## config.mk

```make
export PLATFORM = sky130hd
export DESIGN_NAME = coef_bank
export DESIGN_NICKNAME = d
export VERILOG_FILES = /design/src/include/coef_bank_pkg.sv /design/src/coef_word_reg.sv /design/src/coef_bank.sv
export VERILOG_INCLUDE_DIRS = /design/src /design/src/include
export SDC_FILE = /design/constraint.sdc
export NUM_CORES = 1
export LEC_CHECK = 0
export BUFFER_PORTS_ARGS = -buffer_cell sky130_fd_sc_hd__buf_2
export CAP_MARGIN = 10
export CORE_MARGIN = 1
export CORE_UTILIZATION = 25
export CTS_BUF_LIST = sky130_fd_sc_hd__clkbuf_2 sky130_fd_sc_hd__clkbuf_4 sky130_fd_sc_hd__clkbuf_8
export CTS_CLUSTER_SIZE = 40
export DETAILED_ROUTE_END_ITERATION = 7
export PLACE_DENSITY_LB_ADDON = 0.25
export SYNTH_ARGS = -nofsm -noshare
export SYNTH_HDL_FRONTEND = slang
export SYNTH_SLANG_ARGS = --single-unit
export TNS_END_PERCENT = 1
```

## constraint.sdc

```tcl
create_clock -name clk -period 2.95 [get_ports clk]
set_input_delay 0.885 -clock clk [delete_from_list [all_inputs] [get_ports clk]]
set_output_delay 0.885 -clock clk [all_outputs]
set_load 0.01 [all_outputs]
```

## src/include/coef_bank_map.svh

```systemverilog
// register map constants for the equalizer fir coefficient bank
`ifndef COEF_BANK_MAP_SVH
`define COEF_BANK_MAP_SVH
// printed offsets are indexes; byte address is four times the index
`define CHAN_A_TAP8_IDX 12'h427
`define CHAN_A_TAP9_IDX 12'h429
`define CHAN_B_TAP1_IDX 12'h448
`define CHAN_B_TAP2_IDX 12'h44a
`define CHAN_B_TAP3_IDX 12'h44c
// own register: bit 0 selects dual-channel mode
`define MODE_CTRL_IDX 12'h4f0
`define COEF_MSB 11
`define RSVD_MSB 15
`define RSVD_LSB 12
`define OUTER_COEF_W 12
`define CENTER_COEF_W 18
`define REG_W 16
`define COEF_RESET 16'h0000
`define MODE_RESET 1'b0
`endif

```

## src/include/coef_bank_pkg.sv

```systemverilog
// types for the equalizer fir coefficient bank
package coef_bank_pkg;
  typedef struct packed {
    logic [11:0] tap8;
    logic [11:0] tap9;
  } chan_a_taps_s;
  typedef struct packed {
    logic [11:0] tap1;
    logic [11:0] tap2;
    logic [11:0] tap3;
  } chan_b_taps_s;
  typedef logic [15:0] coef_word_t;
endpackage

```

## src/coef_word_reg.sv

```systemverilog
// one 16-bit coefficient register with sign-masked readback
`timescale 1ns/10ps
`include "coef_bank_map.svh"
module coef_word_reg (
  // clock and reset
  input wire logic clk,
  input wire logic rst_n,
  // write side
  input wire logic wr_en,
  input wire logic [15:0] wr_data,
  // stored value and readback view
  output coef_bank_pkg::coef_word_t value,
  output logic [15:0] rd_view
);
  always_ff @(posedge clk) begin
    if (!rst_n) begin
      value <= `COEF_RESET;
    end else if (wr_en) begin
      value <= wr_data;
    end
  end
  // top coefficient bit never returns on read
  always_comb begin
    rd_view = value;
    rd_view[`COEF_MSB] = 1'b0;
  end
endmodule

```

## src/coef_bank.sv

```systemverilog
// apb register bank holding outer fir coefficients for taps a8, a9, b1-b3
//
// Local design decision: register access over APB.
`timescale 1ns/10ps
`include "coef_bank_map.svh"
module coef_bank (
  // clock and reset
  input wire logic clk,
  input wire logic rst_n,
  // apb slave
  input wire logic psel,
  input wire logic penable,
  input wire logic pwrite,
  input wire logic [15:0] paddr,
  input wire logic [31:0] pwdata,
  output logic [31:0] prdata,
  output logic pready,
  output logic pslverr,
  // filter side
  output logic dual_mode,
  output coef_bank_pkg::chan_a_taps_s chan_a_taps,
  output coef_bank_pkg::chan_b_taps_s chan_b_taps
);
  localparam int NREG = 5;
  localparam logic [11:0] IDX [NREG] = '{`CHAN_A_TAP8_IDX, `CHAN_A_TAP9_IDX,
    `CHAN_B_TAP1_IDX, `CHAN_B_TAP2_IDX, `CHAN_B_TAP3_IDX};

  // elaboration-time width check, outer field must end at the masked msb
  if (`OUTER_COEF_W != `COEF_MSB + 1 || `CENTER_COEF_W <= `OUTER_COEF_W) begin : g_bad_width
    $error("coefficient widths inconsistent");
  end

  logic setup;
  logic [11:0] idx;
  logic aligned;
  logic [NREG-1:0] hit;
  logic mode_hit;
  logic [15:0] vals [NREG];
  logic [15:0] views [NREG];
  logic [15:0] rd_mux;
  logic mapped;

  // single-cycle access: answer registered at setup, pready high in access
  assign setup = psel && !penable;
  assign idx = paddr[13:2];
  assign aligned = paddr[1:0] == 2'b00 && paddr[15:14] == 2'b00;
  assign mode_hit = aligned && idx == `MODE_CTRL_IDX;

  genvar g;
  generate
    for (g = 0; g < NREG; g++) begin : g_reg
      assign hit[g] = aligned && idx == IDX[g];
      coef_word_reg u_reg (
        .clk(clk),
        .rst_n(rst_n),
        .wr_en(psel && penable && pwrite && hit[g]),
        .wr_data(pwdata[15:0]),
        .value(vals[g]),
        .rd_view(views[g])
      );
    end
  endgenerate

  always_comb begin
    rd_mux = 16'h0000;
    mapped = mode_hit;
    if (mode_hit) begin
      rd_mux = {15'h0000, dual_mode};
    end
    for (int i = 0; i < NREG; i++) begin
      if (hit[i]) begin
        rd_mux = views[i];
        mapped = 1'b1;
      end
    end
  end

  always_ff @(posedge clk) begin
    if (!rst_n) begin
      pready <= 1'b0;
      prdata <= 32'h0000_0000;
      pslverr <= 1'b0;
    end else begin
      pready <= setup;
      pslverr <= setup && !mapped;
      prdata <= (setup && !pwrite) ? {16'h0000, rd_mux} : 32'h0000_0000;
    end
  end

  always_ff @(posedge clk) begin
    if (!rst_n) begin
      dual_mode <= `MODE_RESET;
    end else if (psel && penable && pwrite && mode_hit) begin
      dual_mode <= pwdata[0];
    end
  end

  // taps registered so the filter sees flop outputs; channel b zeroed when single
  always_ff @(posedge clk) begin
    if (!rst_n) begin
      chan_a_taps <= '0;
      chan_b_taps <= '0;
    end else begin
      chan_a_taps.tap8 <= vals[0][`COEF_MSB:0];
      chan_a_taps.tap9 <= vals[1][`COEF_MSB:0];
      chan_b_taps.tap1 <= dual_mode ? vals[2][`COEF_MSB:0] : 12'h000;
      chan_b_taps.tap2 <= dual_mode ? vals[3][`COEF_MSB:0] : 12'h000;
      chan_b_taps.tap3 <= dual_mode ? vals[4][`COEF_MSB:0] : 12'h000;
    end
  end

  sign_hidden_a: assert property (@(posedge clk) disable iff (!rst_n)
    (setup && !pwrite && mapped) |=> prdata[`COEF_MSB] == 1'b0)
    else $error("coefficient sign bit leaked on read");
  tap8_follow_a: assert property (@(posedge clk) disable iff (!rst_n)
    ##1 chan_a_taps.tap8 == $past(vals[0][`COEF_MSB:0]))
    else $error("tap8 output not following register");
  tap9_follow_a: assert property (@(posedge clk) disable iff (!rst_n)
    ##1 chan_a_taps.tap9 == $past(vals[1][`COEF_MSB:0]))
    else $error("tap9 output not following register");
  b1_dual_a: assert property (@(posedge clk) disable iff (!rst_n)
    $past(dual_mode) |-> chan_b_taps.tap1 == $past(vals[2][`COEF_MSB:0]))
    else $error("b tap1 wrong in dual mode");
  b2_dual_a: assert property (@(posedge clk) disable iff (!rst_n)
    $past(dual_mode) |-> chan_b_taps.tap2 == $past(vals[3][`COEF_MSB:0]))
    else $error("b tap2 wrong in dual mode");
  b3_dual_a: assert property (@(posedge clk) disable iff (!rst_n)
    $past(dual_mode) |-> chan_b_taps.tap3 == $past(vals[4][`COEF_MSB:0]))
    else $error("b tap3 wrong in dual mode");
  single_mute_a: assert property (@(posedge clk) disable iff (!rst_n)
    !dual_mode ##1 !dual_mode |-> chan_b_taps == '0)
    else $error("channel b active in single mode");
  write_store_a: assert property (@(posedge clk) disable iff (!rst_n)
    (psel && penable && pwrite && hit[0]) |=> vals[0] == $past(pwdata[15:0]))
    else $error("write not stored");
  reset_zero_a: assert property (@(posedge clk)
    !rst_n |=> vals[0] == 16'h0000 && vals[4] == 16'h0000)
    else $error("register not zero after reset");
endmodule

```

Word-level counts from Yosys, hierarchy flattened
Index checks and enable logic that the tools add are counted.
{"block": "totals", "reg_bits": 175, "latch_bits": 0, "ramBits": 0, "romBits": 0, "input_bits": 53, "out_inout_bits": 95, "elab_cells": 61, "n_memories": 0}
{"block": "op_classes", "add_sub_neg": 0, "multipliers": 0, "div_mod_pow": 0, "n_lt_le_gt_ge": 0, "n_eq_ne": 6, "shift": 0, "mux": 11, "n_bitwise": 2, "n_reduce_logical": 26}
{"op": "$mux W16", "count": 5}
{"op": "$eq A12 B11 Y1 const B", "count": 6}
{"op": "$logic_and A1 B1 Y1", "count": 18}
{"op": "$reduce_or A7 Y1", "count": 1}
{"op": "$mux W1", "count": 6}
{"op": "$logic_not A2 Y1", "count": 2}
{"op": "$reduce_and A2 Y1", "count": 2}
{"op": "$logic_not A1 Y1", "count": 3}
{"op": "$not A1 Y1", "count": 2}

Depth between registers and ports, before layout
{"block": "logic_depth", "ltp_word": 10, "mapped_depth": 8, "mapped_depth_nobuf": 5}

Hierarchy
Synthesis repeated with hierarchy kept, for this count alone.
{"block": "hier_totals", "hier_cells": 662, "area_unflattened_um2": 6780.3}
{"mod": "coef_word_reg", "n_inst": 5, "cells_each": 68, "area_per_inst_um2": 739.5, "seq_area_each_um2": 320.3}
{"mod": "coef_bank", "n_inst": 1, "cells_each": 322, "area_per_inst_um2": 3083.0, "seq_area_each_um2": 1581.5}

Worst setup path before layout
OpenSTA, ideal clock, no wires.
{"block": "synth_timing", "path_kind": "in2reg", "from": "in paddr[11]", "to": "reg g_reg[2].u_reg.value[10]", "setup_ps": 116, "arrival_ps": 2303, "t_required_ps": 2834, "setup_slack_ps": 530, "cell_stages": 7, "path_buffers": 2, "path_cell_list": "nor4b_4 -> nand4_2 -> or4_1 -> buf_2 -> buf_6 -> nand2_1 -> a21boi_1"}
{"block": "synth_between", "elab_chain_cells": 3}
{"element": "start: declaration", "line": "coef_bank.sv:14", "source": "input wire logic [15:0] paddr,"}
{"element": "$eq A12 B11 Y1", "line": "coef_bank.sv:52", "source": "assign hit[g] = aligned && idx == IDX[g];"}
{"element": "$logic_and A1 B1 Y1", "line": "coef_bank.sv:52"}
{"element": "$logic_and A1 B1 Y1", "line": "coef_bank.sv:56", "source": ".wr_en(psel && penable && pwrite && hit[g]),"}
{"element": "end signal: assignment", "line": "coef_word_reg.sv:17", "source": "value <= `COEF_RESET;"}
{"element": "end signal: assignment", "line": "coef_word_reg.sv:19", "source": "value <= wr_data;"}
{"element": "end: declaration", "line": "coef_word_reg.sv:12", "source": "output coef_bank_pkg::coef_word_t value,"}
Every way passes these cells.
A chain may end at the register's enable or synchronous reset.

Final worst setup path
{"block": "layout_timing", "from": "in paddr[11]", "to": "reg g_reg[4].u_reg.value[1]"}
{"block": "layout_between", "elab_chain_cells": 3}
{"element": "$eq A12 B11 Y1", "line": "coef_bank.sv:52"}
{"element": "$logic_and A1 B1 Y1", "line": "coef_bank.sv:52"}
{"element": "$logic_and A1 B1 Y1", "line": "coef_bank.sv:56"}
{"element": "end signal: assignment", "line": "coef_word_reg.sv:17"}
{"element": "end signal: assignment", "line": "coef_word_reg.sv:19"}
{"element": "end: declaration", "line": "coef_word_reg.sv:12"}
Every way passes these cells.

==> impl_metrics.tcl <==
set metrics [dict create \
    status "completed" \
    grt_pass1_wl_um 26500 \
    port_buffers 114 \
    postSynth.asyncResetShare 0 \
    antenna_left 0 \
    syn_to_final_growth_pct 21.79 \
    clock_skew_ns 0.01443 \
    cts_resized 0 \
    slowest_delay_ns 0.53 \
    cp-start-kind "input pin" \
    yosys.area_share.xor_xnor 0 \
    post_cts_buffers 0 \
    htreeDepth 4 \
    path_class "in -> reg" \
    die_y_um 157.0 \
    hold_viol 0 \
    yosys_warnings 0 \
    drc_errors 0 \
    power.leakage_nw 2.989 \
    drt_first_pass_iters 4 \
    antenna_found_initial 2 \
    reg2reg_slack_ns 1.71 \
    cts_tree "yes" \
    hold_depth 2 \
    finalSetupTns_ns 0 \
    yosysUniqueCellTypes 43 \
    wire_per_inst_um 15.81 \
    synth_seq_cells 158 \
    dpl.hpwl_um 11810 \
    core_area_um2 23540 \
    pre_cts_ws_ns 0.1634 \
    min_path_type "reg -> reg" \
    cts.sinks 158 \
    startpoint "paddr[11]" \
    grt_util_all_layers 0.1448 \
    num_antenna_cells 0 \
    slowest_stage "nor4b_4" \
    synth_compound_area_frac 0.1573 \
    drt-total-wl_um 17320 \
    start_util 0.2552 \
    r2r_end "prdata[0]" \
    cap_violations 0 \
    yosysTopAreaCell "dfxtp_1" \
    holdPathEnd "g_reg[3].u_reg.value[11]" \
    vias 4851 \
    worst-path-max-fanout 16 \
    synth_area_leaders "dfxtp_1 53%, nand2_1 10%, a21boi_1 5.4%" \
    root_buffer "clkbuf_8" \
    max_freq_ghz 0.4344 \
    synth-edff-count 0 \
    cts_buffers 17 \
    p_total_mw 3.882 \
    synth.most_common_cell "nand2_1" \
    crit_family "simple AND/OR/NAND/NOR gates" \
    cts_max_path_buffers 2 \
    ys_seq_area_frac 0.5266 \
    grt-ovfl-total 0 \
    r2r_cells 4 \
    synthMuxAreaShare 0.02000 \
    critPathBufInv 2 \
    io_pins 148 \
    placedCellCount 1064 \
    synth_top_area_share 0.5266 \
    synth_common_cells "166 x nand2_1, 158 x dfxtp_1, 43 x a21boi_1, 38 x and3_1, 37 x a21boi_0" \
    worstPathCellList "buf_2, nor4b_4, nand4_2, or4_1, buf_4, nand2_1, a21boi_0" \
    synth_top_flop_cell "dfxtp_1" \
    worstPathArrival_ns 2.64 \
    first_global_vias 4708 \
    synth_top_family_by_area "simple AND/OR/NAND/NOR gates" \
    r2r_start "dual_mode" \
    setup_ws_ns 0.6478 \
    fin_nets 817 \
    hold_start "g_reg[3].u_reg.value[11]" \
    slew_headroom 0.6255 \
    synth_simple_gate_area_share 0.2395 \
    stdcell_count 1095 \
    yosys.area_share.adder 0 \
    hold_buffers 0 \
    peakVddDrop_mv 0.2305 \
    drt_iter0_drc 313 \
    die_area_um2 24650 \
    synth_cells 650 \
    utilization 0.3107 \
    slew_violations 0 \
    gp_congestion 0.8434 \
    clkTransAtPathRegs_ns 0.09 \
    rows 56 \
    die_x_um 157.0 \
    drive_above_1_share 0.2371 \
    grt_max_degree 142 \
    required_ns 3.29 \
    worstSkewPairLatency_ns 0.46 \
    rsz0062_at_grt "false" \
    via_per_inst 4.430 \
    period_minus_slack_ns 2.302 \
    setup-violations-final 0 \
    finalCritPeriodShare 0.7804 \
    powerDensity_nw_per_um2 530.6 \
    synth.avg_cell_area_um2 9.242 \
    syn_area_um2 6007 \
    end_kind "flop" \
    worstMarginPinSlew_ns 0.5618 \
]
-- kinds of logic (layout without fill, tap and decap cells) --
| family | count (synthesis) | count (layout) |
|---|---|---|
| other | 1 | 17 |
| DFF | 158 | 158 |
| AOI/OAI and AO/OA | 132 | 132 |
| buffers and inverters | 64 | 174 |
| and+or+nand+nor | 283 | 283 |
| muxes | 12 | 12 |
-- flip-flops by register name, indices dropped and copies added (netlist names) --
name,count
chan_a_taps,24
pslverr,1
pready,1
chan_b_taps,36
prdata,15
g.u_reg.value,80
dual_mode,1
-- report_power, final --
group	total, mW	internal, mW	switching [mW]
Sequential	2.13	2.13	0.000224
Combinational	0.154	0.0524	0.102
Clock	1.60	0.757	0.838
-- through the flow --
step | hold WS, ns | cell area [um2]
2_1_floorplan | 0.4262 | 6067
3_3_place_gp | 0.4380 | 6934
3_5_place_dp | 0.4415 | 6934
4_1_cts | 0.4542 | 7316
5_1_grt | 0.4685 | 7316
6_report | 0.4513 | 7316
-- worst min-delay path: cells and delay by family, from the launching register on --
family / cells / cell delay, ns
DFF: 1 / 0.32
AOI/OAI and AO/OA: 1 / 0.05
and+or+nand+nor: 1 / 0.05
-- layer usage --
metal / up-vias / share of wire / GRT usage
li1: 2405 / - / -
met1: 2272 / 0.44 / 0.1807
met2: 149 / 0.48 / 0.2368
met3: 21 / 0.058 / 0.04213
met4: 4 / 0.016 / 0.05132
met5: - / 0.0016 / 0
-- layout by cell type, fill, tap and decap left out, drive strengths merged, types with 3 or more instances in the layout --
cell type  count
o311ai         3
a21oi         15
clkinv         5
a22oi         14
nor4           3
o22ai         15
buf          140
nand4          7
dfxtp        158
nand2        166
and3          38
conb          17
clkbuf        18
nor2          17
mux2i         12
nand3          5
nor4b          4
nor3           4
inv            5
and2          24
clkinvlp       4
a21boi        80
and4           3
-- worst max path at each step --
stage,slack [ns],endpoint,depth (start not counted)
floorplan,0.53,g_reg[2].u_reg.value[10],7
global placement,0.16,g_reg[0].u_reg.value[4],7
detailed placement,0.16,g_reg[0].u_reg.value[2],7
CTS,0.65,g_reg[0].u_reg.value[2],7
global route,0.47,g_reg[0].u_reg.value[3],7
finish,0.65,g_reg[4].u_reg.value[1],7
-- cell type report --
class	instances	area [um2]
multi-input combinational	444	2567
tap	319	399.1
timing repair buffer	140	793.3
sequential	158	3163
fill	2577	16230
clock inverter	13	140.1
inverter	3	11.26
clock buffer	18	241.5
Note: power is estimated with default switching activity, not from simulation.
